File: src/logic/smask_pkg.sv
// Purpose: Shared constants and types for the second alert source mask block
// Assumes: Word registers travel low byte first over the two-wire management bus
// Notes: The bus address default is arbitrary and is overridden per board
`default_nettype none

package smask_pkg;

   // Command code and the word behind it
   localparam logic [7:0] CMD_SECOND_ALERT_MASK = 8'hD6;
   localparam logic [15:0] MASK_RESET = 16'h8000;
   // Bit 2 is reserved and always reads as zero
   localparam logic [15:0] MASK_WRITABLE = 16'hFFFB;

   // Field positions inside the mask word
   localparam int BIT_PASS_SWITCH_DEGRADED = 15;
   localparam int BIT_OVERCURRENT_FAULT = 14;
   localparam int BIT_INPUT_OV_FAULT = 13;
   localparam int BIT_INPUT_UV_FAULT = 12;
   localparam int BIT_BUS_COMM_ERROR = 11;
   localparam int BIT_OVERCURRENT_WARN = 10;
   localparam int BIT_SECONDARY_CURRENT_WARN = 9;
   localparam int BIT_INPUT_OV_WARN = 8;
   localparam int BIT_INPUT_UV_WARN = 7;
   localparam int BIT_OUTPUT_OV_WARN = 6;
   localparam int BIT_OUTPUT_UV_WARN = 5;
   localparam int BIT_CURRENT_LIMIT_ACTIVE = 4;
   localparam int BIT_ALERT_POLARITY_INVERT = 3;
   localparam int BIT_OUTPUT_PIN_GENERAL_SELECT = 1;
   localparam int BIT_OUTPUT_PIN_LEVEL = 0;
   localparam int SOURCE_COUNT = 12;

   // Seven-bit bus address, value arbitrary
   localparam logic [6:0] BUS_ADDR_DEFAULT = 7'h10;
   localparam logic [3:0] BITS_PER_BYTE = 4'h8;
   localparam logic [3:0] LAST_BIT = 4'h7;

   // Position of the byte inside a transfer
   localparam logic [1:0] IDX_ADDR = 2'h0;
   localparam logic [1:0] IDX_CMD = 2'h1;
   localparam logic [1:0] IDX_DATA_LO = 2'h2;
   localparam logic [1:0] IDX_DATA_HI = 2'h3;

   typedef enum logic [2:0] {
      ST_IDLE,
      ST_RX,
      ST_RX_ACK,
      ST_TX,
      ST_TX_ACK
   } smask_state_e;

endpackage

`default_nettype wire

File: src/logic/smask_sync.sv
// Purpose: Two-flop synchroniser for pins arriving from outside the clock domain
// Assumes: Inputs are quasi-static levels relative to mclk
// Notes: Only the second stage is visible to the caller
`default_nettype none

module smask_sync
   import smask_pkg::*;
#(
   parameter int WIDTH = 2,
   parameter logic [WIDTH-1:0] INIT = '1
) (
   input wire logic mclk,
   input wire logic rst,
   input wire logic [WIDTH-1:0] async_in,
   output logic [WIDTH-1:0] sync_out
);

   typedef struct packed {
      logic [WIDTH-1:0] stage1;
      logic [WIDTH-1:0] stage2;
   } smask_sync_s;

   smask_sync_s q;
   smask_sync_s d;

   initial begin
      if (WIDTH < 1) begin
         $error("smask_sync: WIDTH must be at least 1");
      end
   end

   always_comb begin
      d = q;
      d.stage1 = async_in;
      d.stage2 = q.stage1;
   end

   always_ff @(posedge mclk or posedge rst) begin
      if (rst) begin
         q <= '{stage1: INIT, stage2: INIT};
      end else begin
         q <= d;
      end
   end

   assign sync_out = q.stage2;

endmodule

`default_nettype wire

File: src/logic/smask_top.sv
// Purpose: Second alert output with its source mask word, reached over the management bus
// Assumes: Status flags come from logic on mclk; bus clock and data are pins
// Notes: Word transfers are low byte first; the data pin is open-drain
`default_nettype none

module smask_top
   import smask_pkg::*;
#(
   parameter logic [6:0] BUS_ADDR = BUS_ADDR_DEFAULT
) (
   input wire logic mclk,
   input wire logic rst,
   input wire logic scl_i,
   input wire logic sda_i,
   output logic sda_o,
   output logic sda_oe,
   input wire logic pass_switch_degraded_flag,
   input wire logic overcurrent_fault_flag,
   input wire logic input_overvoltage_fault_flag,
   input wire logic input_undervoltage_fault_flag,
   input wire logic bus_communication_error_flag,
   input wire logic overcurrent_warning_flag,
   input wire logic secondary_current_warning_flag,
   input wire logic input_overvoltage_warning_flag,
   input wire logic input_undervoltage_warning_flag,
   input wire logic output_overvoltage_warning_flag,
   input wire logic output_undervoltage_warning_flag,
   input wire logic current_limit_active_flag,
   output logic second_alert_pin,
   output logic alert_active,
   output logic [15:0] mask_word
);

   typedef struct packed {
      smask_state_e state;
      logic [3:0] cnt;
      logic [1:0] idx;
      logic [7:0] shift;
      logic [7:0] tx;
      logic [7:0] data_lo;
      logic [15:0] mask;
      logic rd;
      logic tx_hi;
      logic acked;
      logic cmd_hit;
      logic scl_p;
      logic sda_p;
      logic sda_oe;
      logic pin;
      logic active;
   } smask_top_s;

   smask_top_s q;
   smask_top_s d;

   // Addresses 0000xxx and 1111xxx are reserved on the two-wire bus
   if (BUS_ADDR[6:3] == 4'h0 || BUS_ADDR[6:3] == 4'hF) begin : g_bad_addr
      $error("smask_top: BUS_ADDR falls in a reserved address range");
   end

   // True when the byte carries this block's own address
   function automatic logic addr_hit(input logic [7:0] b);
      return b[7:1] == BUS_ADDR;
   endfunction

   // True when the command byte selects the mask word
   function automatic logic is_mask_cmd(input logic [7:0] b);
      return b == CMD_SECOND_ALERT_MASK;
   endfunction

   // Pin level for a mask word and the combined source state
   function automatic logic pin_level(input logic [15:0] m, input logic act);
      logic lvl;
      if (m[BIT_OUTPUT_PIN_GENERAL_SELECT]) begin
         // General output mode ignores every source
         lvl = m[BIT_OUTPUT_PIN_LEVEL];
      end else begin
         // Polarity bit clear means the alert pulls the pin low
         lvl = m[BIT_ALERT_POLARITY_INVERT] ? act : ~act;
      end
      return lvl;
   endfunction

   logic [1:0] pins_s;
   logic scl_s;
   logic sda_s;
   logic scl_rise;
   logic scl_fall;
   logic bus_start;
   logic bus_stop;
   logic [SOURCE_COUNT-1:0] sources;
   logic [SOURCE_COUNT-1:0] enables;
   logic any_source;

   smask_sync #(
      .WIDTH(2),
      .INIT(2'h3)
   ) u_sync (
      .mclk(mclk),
      .rst(rst),
      .async_in({scl_i, sda_i}),
      .sync_out(pins_s)
   );

   assign scl_s = pins_s[1];
   assign sda_s = pins_s[0];
   assign scl_rise = scl_s & ~q.scl_p;
   assign scl_fall = ~scl_s & q.scl_p;
   assign bus_start = scl_s & q.scl_p & q.sda_p & ~sda_s;
   assign bus_stop = scl_s & q.scl_p & ~q.sda_p & sda_s;

   // Sources in the same order as their enables, bit 15 downward
   assign sources = {
      pass_switch_degraded_flag,
      overcurrent_fault_flag,
      input_overvoltage_fault_flag,
      input_undervoltage_fault_flag,
      bus_communication_error_flag,
      overcurrent_warning_flag,
      secondary_current_warning_flag,
      input_overvoltage_warning_flag,
      input_undervoltage_warning_flag,
      output_overvoltage_warning_flag,
      output_undervoltage_warning_flag,
      current_limit_active_flag
   };
   // Enables only gate the flags; the flags themselves are never touched here
   assign enables = q.mask[BIT_PASS_SWITCH_DEGRADED:BIT_CURRENT_LIMIT_ACTIVE];
   // Level follows the flags, so the alert stays while any enabled flag is set
   assign any_source = |(sources & enables);

   // One pass decides bus state, data drive and alert pin
   always_comb begin
      d = q;
      d.scl_p = scl_s;
      d.sda_p = sda_s;
      if (bus_stop) begin
         d.state = ST_IDLE;
         d.sda_oe = 1'b0;
         d.cmd_hit = 1'b0;
      end else if (bus_start) begin
         // Repeated start keeps the command so a word read can follow
         d.state = ST_RX;
         d.cnt = '0;
         d.idx = IDX_ADDR;
         d.rd = 1'b0;
         d.tx_hi = 1'b0;
         d.sda_oe = 1'b0;
      end else begin
         unique case (q.state)
            ST_IDLE: begin
               d.sda_oe = 1'b0;
            end
            ST_RX: begin
               if (scl_rise && q.cnt != BITS_PER_BYTE) begin
                  d.shift = {q.shift[6:0], sda_s};
                  d.cnt = q.cnt + 4'h1;
               end else if (scl_fall && q.cnt == BITS_PER_BYTE) begin
                  d.cnt = '0;
                  d.state = ST_IDLE;
                  d.sda_oe = 1'b0;
                  unique case (q.idx)
                     IDX_ADDR: begin
                        if (addr_hit(q.shift)) begin
                           if (!q.shift[0]) begin
                              d.state = ST_RX_ACK;
                              d.sda_oe = 1'b1;
                           end else if (q.cmd_hit) begin
                              d.rd = 1'b1;
                              d.tx = q.mask[7:0];
                              d.state = ST_RX_ACK;
                              d.sda_oe = 1'b1;
                           end
                        end
                     end
                     IDX_CMD: begin
                        // Only this block's command is acknowledged
                        d.cmd_hit = is_mask_cmd(q.shift);
                        if (is_mask_cmd(q.shift)) begin
                           d.state = ST_RX_ACK;
                           d.sda_oe = 1'b1;
                        end
                     end
                     IDX_DATA_LO: begin
                        d.data_lo = q.shift;
                        d.state = ST_RX_ACK;
                        d.sda_oe = 1'b1;
                     end
                     IDX_DATA_HI: begin
                        // Word commits only once both bytes have arrived
                        d.mask = {q.shift, q.data_lo} & MASK_WRITABLE;
                        d.state = ST_RX_ACK;
                        d.sda_oe = 1'b1;
                     end
                  endcase
               end
            end
            ST_RX_ACK: begin
               if (scl_fall) begin
                  d.cnt = '0;
                  if (q.rd) begin
                     d.state = ST_TX;
                     d.sda_oe = ~q.tx[7];
                  end else if (q.idx == IDX_DATA_HI) begin
                     // Further bytes go unacknowledged
                     d.state = ST_IDLE;
                     d.sda_oe = 1'b0;
                  end else begin
                     d.state = ST_RX;
                     d.idx = q.idx + 2'h1;
                     d.sda_oe = 1'b0;
                  end
               end
            end
            ST_TX: begin
               if (scl_fall) begin
                  if (q.cnt == LAST_BIT) begin
                     d.state = ST_TX_ACK;
                     d.sda_oe = 1'b0;
                     d.acked = 1'b0;
                  end else begin
                     d.cnt = q.cnt + 4'h1;
                     d.tx = {q.tx[6:0], 1'b0};
                     d.sda_oe = ~q.tx[6];
                  end
               end
            end
            ST_TX_ACK: begin
               if (scl_rise) begin
                  d.acked = ~sda_s;
               end else if (scl_fall) begin
                  d.cnt = '0;
                  if (q.acked && !q.tx_hi) begin
                     d.state = ST_TX;
                     d.tx_hi = 1'b1;
                     d.tx = q.mask[15:8];
                     d.sda_oe = ~q.mask[15];
                  end else begin
                     d.state = ST_IDLE;
                     d.sda_oe = 1'b0;
                  end
               end
            end
         endcase
      end
      d.active = any_source;
      d.pin = pin_level(q.mask, any_source);
   end

   // Reset leaves the pin at its idle level with only bit 15 enabled
   always_ff @(posedge mclk or posedge rst) begin
      if (rst) begin
         q <= '{
            state: ST_IDLE,
            cnt: 4'h0,
            idx: IDX_ADDR,
            shift: 8'h00,
            tx: 8'h00,
            data_lo: 8'h00,
            mask: MASK_RESET,
            rd: 1'b0,
            tx_hi: 1'b0,
            acked: 1'b0,
            cmd_hit: 1'b0,
            scl_p: 1'b1,
            sda_p: 1'b1,
            sda_oe: 1'b0,
            pin: 1'b1,
            active: 1'b0
         };
      end else begin
         q <= d;
      end
   end

   // Open drain: only a low level is ever driven
   assign sda_o = 1'b0;
   assign sda_oe = q.sda_oe;
   assign second_alert_pin = q.pin;
   assign alert_active = q.active;
   assign mask_word = q.mask;

endmodule

`default_nettype wire

File: config.mk
export PLATFORM = sky130hd
export DESIGN_NAME = smask_top
export DESIGN_NICKNAME = d
export VERILOG_FILES = /design/src/logic/smask_pkg.sv /design/src/logic/smask_sync.sv /design/src/logic/smask_top.sv
export SDC_FILE = /design/constraint.sdc
export NUM_CORES = 1
export LEC_CHECK = 0
export BUFFER_PORTS_ARGS = -buffer_cell sky130_fd_sc_hd__clkbuf_2
export CAP_MARGIN = 20
export CORE_ASPECT_RATIO = 0.8
export CORE_MARGIN = 1.5
export CORE_UTILIZATION = 60
export DETAILED_ROUTE_END_ITERATION = 8
export PLACE_DENSITY = 0.92
export SLEW_MARGIN = 10
export SYNTH_ARGS = -nofsm -noshare
export SYNTH_HDL_FRONTEND = slang
export SYNTH_SLANG_ARGS = --single-unit
File: constraint.sdc
create_clock -name mclk -period 4.95 [get_ports mclk]
set_input_delay 0 -clock mclk [delete_from_list [all_inputs] [get_ports mclk]]
set_output_delay 0 -clock mclk [all_outputs]
set_load 0.01 [all_outputs]
==> results.toml, run 1 <==
[worst_setup_path]
start_kind = "register"
critical_path.max_stage_delay_ns = 0.57
critical_path_buf_inv_count = 1
worstPathMaxFanout = 8
path_depth = 7
reg2reg_depth = 7
cp_top_family = "simple AND/OR/NAND/NOR gates"
worstSetupStartpoint = "q[49]"
crit_slowest_cell = "a211oi_4"
arrival_ns = 2.78
cp-end-kind = "register"
crit_type = "register to register"
path_cells = "inv_1 -> ha_1 -> or4bb_1 -> nor2_1 -> nand4_2 -> a211oi_4 -> mux2_4"
rr_startpoint = "q[49]"
crit_required_ns = 5.18

[clock_network]
cts_buffer_depth = 2
cts_setup_buffers = 0
cts_tree = "built"
clock-sinks = 60
cts_buffers = 9
htreeDepth = 3
cts-root-buf = "clkbuf_8"
clk_pin_slew_worst_paths_ns = 0.07
clk_latency_ns = 0.35

[run]
maxCapViolCount = 0

[cells_and_area]
layout-drive-gt1-share_pct = 33.8
n_fill_cell = 366
area_growth_pct = 11.6
nNetsFinal = 319
diodes = 0

[sta]
hold_viol = 0
setup_viol = 0
grt_setup_unrepaired = "false"
drv_slew = 0
fin_crit_sh_pct = 51.6
clock_skew_ns = 0.00834
tns_ns = 0
timing.fmax_mhz = 392
fin_crit_ns = 2.55
slew_headroom_pct = 51.2
finalWorstSetupSlack_ns = 2.40
tightest_slew_ns = 0.732

[drt]
vias_per_cell = 6.24
ant_nets = 0
first_pass_iters = 6
drt_iter0_drc = 256
finalWirelength_um = 6800
vias = 2271
routedWlPerCell_um = 18.7
drc = 0

[yosys]
synth_cell_type_count = 56
netlist_instances = 269
ys_seq_area_share_pct = 48.5
synth-edff-count = 0
synthArstFlopShare_pct = 100
syn-cell-area_mm2 = 0.00312
synth_flop_cell = "dfrtp_1"
synth_area_per_cell_um2 = 11.6
yosys_warnings = 0
synth_seq_cells = 60

[floorplan]
coreArea_mm2 = 0.00501
die_height_um = 67.5
dieArea_mm2 = 0.00564
ios = 36
die_x_um = 83.6
rows = 23
initial_core_util_pct = 62.3

[placement]
place_hpwl_um = 4650
pre_cts_ws_ns = 2.41
port_buffers = 33
gp_congestion = 0.866

[grt]
grt_pass1_vias = 2121
grt_first_pass_wirelength_um = 11000
grt_overflow = 0
grt_max_degree = 61
antenna_found_initial = 0
grt_usage_pct = 26.2

[power]
p_leak_nw = 1.67
peakVddDrop_mv = 0.297
power_density_mw_per_mm2 = 304

[min_path]
whs_path_depth = 5
hp-start = "overcurrent_fault_flag"
hp-class = "primary input to register"

[outcome]
status = "finished clean"
==> report_power, final <==
part	switching, mW	total, mW	internal [mW]
clock network	0.190	0.448	0.258
logic	0.0411	0.0771	0.0360
registers	0.0259	0.533	0.507
==> metal layers <==
metal	up-vias	track usage, %	wire (µm)
met5	-	0	0
met4	0	9.43	172
met3	27	9.41	556
met2	122	40.7	3120
met1	1106	34.6	2950
li1	1016	-	-
==> metrics by stage <==
stage	instances	utilization [%]	power, mW	instance area (µm²)	hold slack [ns]
4_1_cts	364	69.5	1.07	3480	0.135
2_1_floorplan	270	-	0.588	3120	0.00448
3_5_place_dp	342	64.2	0.616	3220	0.0896
5_1_grt	364	69.5	1.10	3480	0.246
3_3_place_gp	342	64.2	0.610	3220	0.0876
6_report	364	69.5	1.06	3480	0.215
==> state kept, by name (all words and copies together), names as in the netlist <==
name,cells
alert_active,1
mask_word,15
q,38
sda_oe,1
second_alert_pin,1
u_sync.d,2
u_sync.sync_out,2
==> path summary, 6_finish.rpt <==
kind | slack, ns | endpoint
setup / recovery | 2.40 | q[35]
hold / removal | 0.21 | second_alert_pin
setup reg to reg | 2.40 | q[35]
hold reg to reg | 0.36 | u_sync.sync_out[1]
max in group asynchronous | 4.07 | mask_word[7]
min in group asynchronous | 0.38 | q[53]
==> cells in the mapped netlist, types with 3 or more instances <==
| master | count | area share (%) |
|---|---|---|
| a21oi_1 | 3 | 0.48 |
| a221oi_1 | 5 | 1.4 |
| a222oi_1 | 6 | 1.9 |
| a22o_1 | 4 | 1.1 |
| buf_4 | 17 | 4.1 |
| clkbuf_1 | 5 | 0.60 |
| dfrtp_1 | 52 | 42 |
| dfstp_2 | 8 | 6.7 |
| ha_1 | 6 | 2.4 |
| inv_1 | 14 | 1.7 |
| mux2_2 | 32 | 12 |
| mux2i_1 | 10 | 3.2 |
| nand2_1 | 17 | 2.0 |
| nand2b_1 | 7 | 1.4 |
| nand3_1 | 6 | 0.96 |
| nand3b_1 | 4 | 0.96 |
| nor2_1 | 10 | 1.2 |
| nor2b_1 | 7 | 1.4 |
| o21ai_0 | 7 | 1.1 |
| o221ai_1 | 3 | 0.84 |
| or2_2 | 3 | 0.60 |
| xnor2_1 | 3 | 0.84 |
==> worst register-to-register path, stage by stage (launching register included) <==
cell      delay (ns)
dfrtp_1         0.42
inv_1           0.10
ha_1            0.18
or4bb_1         0.48
nor2_1          0.18
nand4_2         0.16
a211oi_4        0.57
mux2_4          0.35
==> what timing repair did <==
item	CTS	global route
hold buffers	6	0
resized for setup	0	0
endpoints found under the hold margin	55	0
==> placed cells by master, fill, tap and decap left out, types with 4 or more instances in the layout <==
cell type,netlist,final
nand3b_1,4,4
a222oi_1,6,6
dfstp_2,8,8
nand3_1,6,6
mux2_2,32,32
dlygate4sd3_1,0,6
nor2b_1,7,7
nand2b_1,7,7
nor2_1,10,10
clkbuf_2,0,33
inv_1,14,13
a22o_1,4,4
o21ai_0,7,7
ha_1,6,6
dfrtp_1,52,52
nand2_1,17,17
mux2i_1,10,10
clkbuf_8,0,11
a221oi_1,5,5
==> final cells by class <==
class                           instances  area (µm²)  share of cell area [%]
Clock inverter                          4        47.5                    1.37
Inverter                               14        52.6                    1.51
Clock buffer                           12         155                    4.46
Multi-Input combinational cell        172        1400                    40.3
Sequential cell                        60        1510                    43.4
Tap cell                               62        77.6                    2.23
Timing Repair Buffer                   40         233                    6.69
==> kinds of logic after synthesis <==
group,Yosys count,share of synthesized area (%)
compound gates,45,11.6
xor+xnor,4,1.12
fa+ha+maj,6,2.41
buf+inv,38,6.70
flops,60,48.5
mux,44,15.7
other cells,1,0.120
simple gates,71,13.8
No activity file was read; power rests on OpenSTA's default activity.
==> run 2, diff against run 1 <==
--- a/config.mk
+++ b/config.mk
@@ -9,9 +9,9 @@
 export CAP_MARGIN = 20
 export CORE_ASPECT_RATIO = 0.8
 export CORE_MARGIN = 1.5
-export CORE_UTILIZATION = 60
+export CORE_UTILIZATION = 52
 export DETAILED_ROUTE_END_ITERATION = 8
-export PLACE_DENSITY = 0.92
+export PLACE_DENSITY = 0.85
 export SLEW_MARGIN = 10
 export SYNTH_ARGS = -nofsm -noshare
 export SYNTH_HDL_FRONTEND = slang
==> constraint.sdc (replaced) <==
create_clock -name mclk -period 2.3 [get_ports mclk]
set_input_delay 0 -clock mclk [delete_from_list [all_inputs] [get_ports mclk]]
set_output_delay 0 -clock mclk [all_outputs]
set_load 0.01 [all_outputs]
==> results.toml, run 2 (same netlist as run 1, synthesis figures left out) <==
[outcome]
status = "finished clean"

[worst_setup_path]
worstPathMaxFanout = 4
start_kind = "register"
cp-end-kind = "register"
arrival_ns = 2.44
crit_type = "register to register"
reg2reg_depth = 8
crit_required_ns = 2.52

[drt]
routedWlPerCell_um = 17.5
first_pass_iters = 5
finalWirelength_um = 6980
vias = 2331
ant_nets = 0
vias_per_cell = 5.84
drc = 0
drt_iter0_drc = 311

[clock_network]
cts-root-buf = "clkbuf_8"
cts_buffer_depth = 2
cts_tree = "built"
cts_buffers = 9
clk_pin_slew_worst_paths_ns = 0.06
clk_latency_ns = 0.34
clock-sinks = 60
htreeDepth = 3

[run]
maxCapViolCount = 0

[power]
power_density_mw_per_mm2 = 622
peakVddDrop_mv = 0.287
p_leak_nw = 1.75

[cells_and_area]
final_cell_mix = "dfrtp_1 (52), clkbuf_2 (33), mux2_2 (32), nand2_1 (17), buf_4 (16)"
largest_reg_flops = 38
regMostFlops = "q"
diodes = 0
layout-drive-gt1-share_pct = 38.7
nNetsFinal = 335
area_growth_pct = 16.6
utilization_pct = 62.2
layout_commonest_cell = "dfrtp_1"

[sta]
clock_skew_ns = 0.00793
hold_viol = 0
fin_crit_sh_pct = 96.5
tightest_slew_ns = 0.742
tns_ns = 0
timing.fmax_mhz = 450
fin_crit_ns = 2.22
slew_headroom_pct = 50.5
finalWorstSetupSlack_ns = 0.0796
setup_viol = 0
drv_slew = 0

[placement]
port_buffers = 33
gp_congestion = 0.865
pre_cts_ws_ns = 0.0792
place_hpwl_um = 4730

[floorplan]
dieArea_mm2 = 0.00648
die_x_um = 89.6
ios = 36
die_height_um = 72.3
initial_core_util_pct = 53.3
coreArea_mm2 = 0.00585
rows = 25

[grt]
grt_first_pass_wirelength_um = 11200
antenna_found_initial = 0
grt_max_degree = 61
grt_usage_pct = 23.1
grt_pass1_vias = 2338
grt_overflow = 0

[min_path]
hp-class = "primary input to register"
whs_path_depth = 5
[run 2: layout make-up]
cell class / count / area (µm²)
Fill cell: 450 / 2210
Clock buffer: 10 / 138
Clock inverter: 6 / 63.8
Sequential cell: 60 / 1510
Tap cell: 81 / 101
Timing Repair Buffer: 56 / 357
Multi-Input combinational cell: 172 / 1410
Inverter: 14 / 52.6
[run 2: path summary, 6_finish.rpt]
kind,start,to,slack (ns)
setup / recovery,q[50],q[35],0.08
hold / removal,input_undervoltage_fault_flag,second_alert_pin,0.15
setup reg to reg,q[50],q[35],0.08
min in group asynchronous,rst,sda_oe,0.40
hold reg to reg,u_sync.d[0],u_sync.sync_out[0],0.35
max in group asynchronous,rst,q[36],1.41
[run 2: repair_timing]
item | CTS | global route
resized for setup | 0 | 4
setup buffers | 0 | 6
endpoints found under the hold margin | 55 | 0
hold buffers | 6 | 0
setup endpoints to repair | 0 | 9
[run 2: stage by stage]
| step | total power, mW | instances | area (µm²) | hold WS, ns |
|---|---|---|---|---|
| detailed placement | 1.32 | 371 | 3320 | 0.0930 |
| CTS | 2.28 | 393 | 3580 | 0.116 |
| global route | 2.36 | 399 | 3640 | 0.195 |
| floorplan | 1.27 | 270 | 3130 | 0.00448 |
| finish | 2.26 | 399 | 3640 | 0.150 |
| global placement | 1.31 | 371 | 3320 | 0.0925 |
[run 2: where the power goes]
| part | switching [mW] | leakage (nW) | total [mW] | internal [mW] |
|---|---|---|---|---|
| combinational | 0.0967 | 0.847 | 0.179 | 0.0822 |
| clock | 0.421 | 0.0983 | 0.947 | 0.527 |
| sequential | 0.0436 | 0.809 | 1.14 | 1.09 |
| total | 0.561 | 1.75 | 2.26 | 1.70 |
[run 2: per-layer routing]
layer,up-vias,track usage (%),part of all wire [%]
met5,-,0,0
met4,0,8.72,2.6
met3,24,7.39,9.2
met2,140,34.7,46
met1,1120,31.5,42
li1,1047,-,-
[run 2: worst max-delay path, cell delays in order, from the launching register on]
cell and delay (ns):
dfrtp_1 0.42, inv_2 0.08, ha_2 0.18, or4bb_1 0.41
nor2_2 0.16, nand4_2 0.14, a211oi_4 0.29, buf_6 0.15
mux2_4 0.28
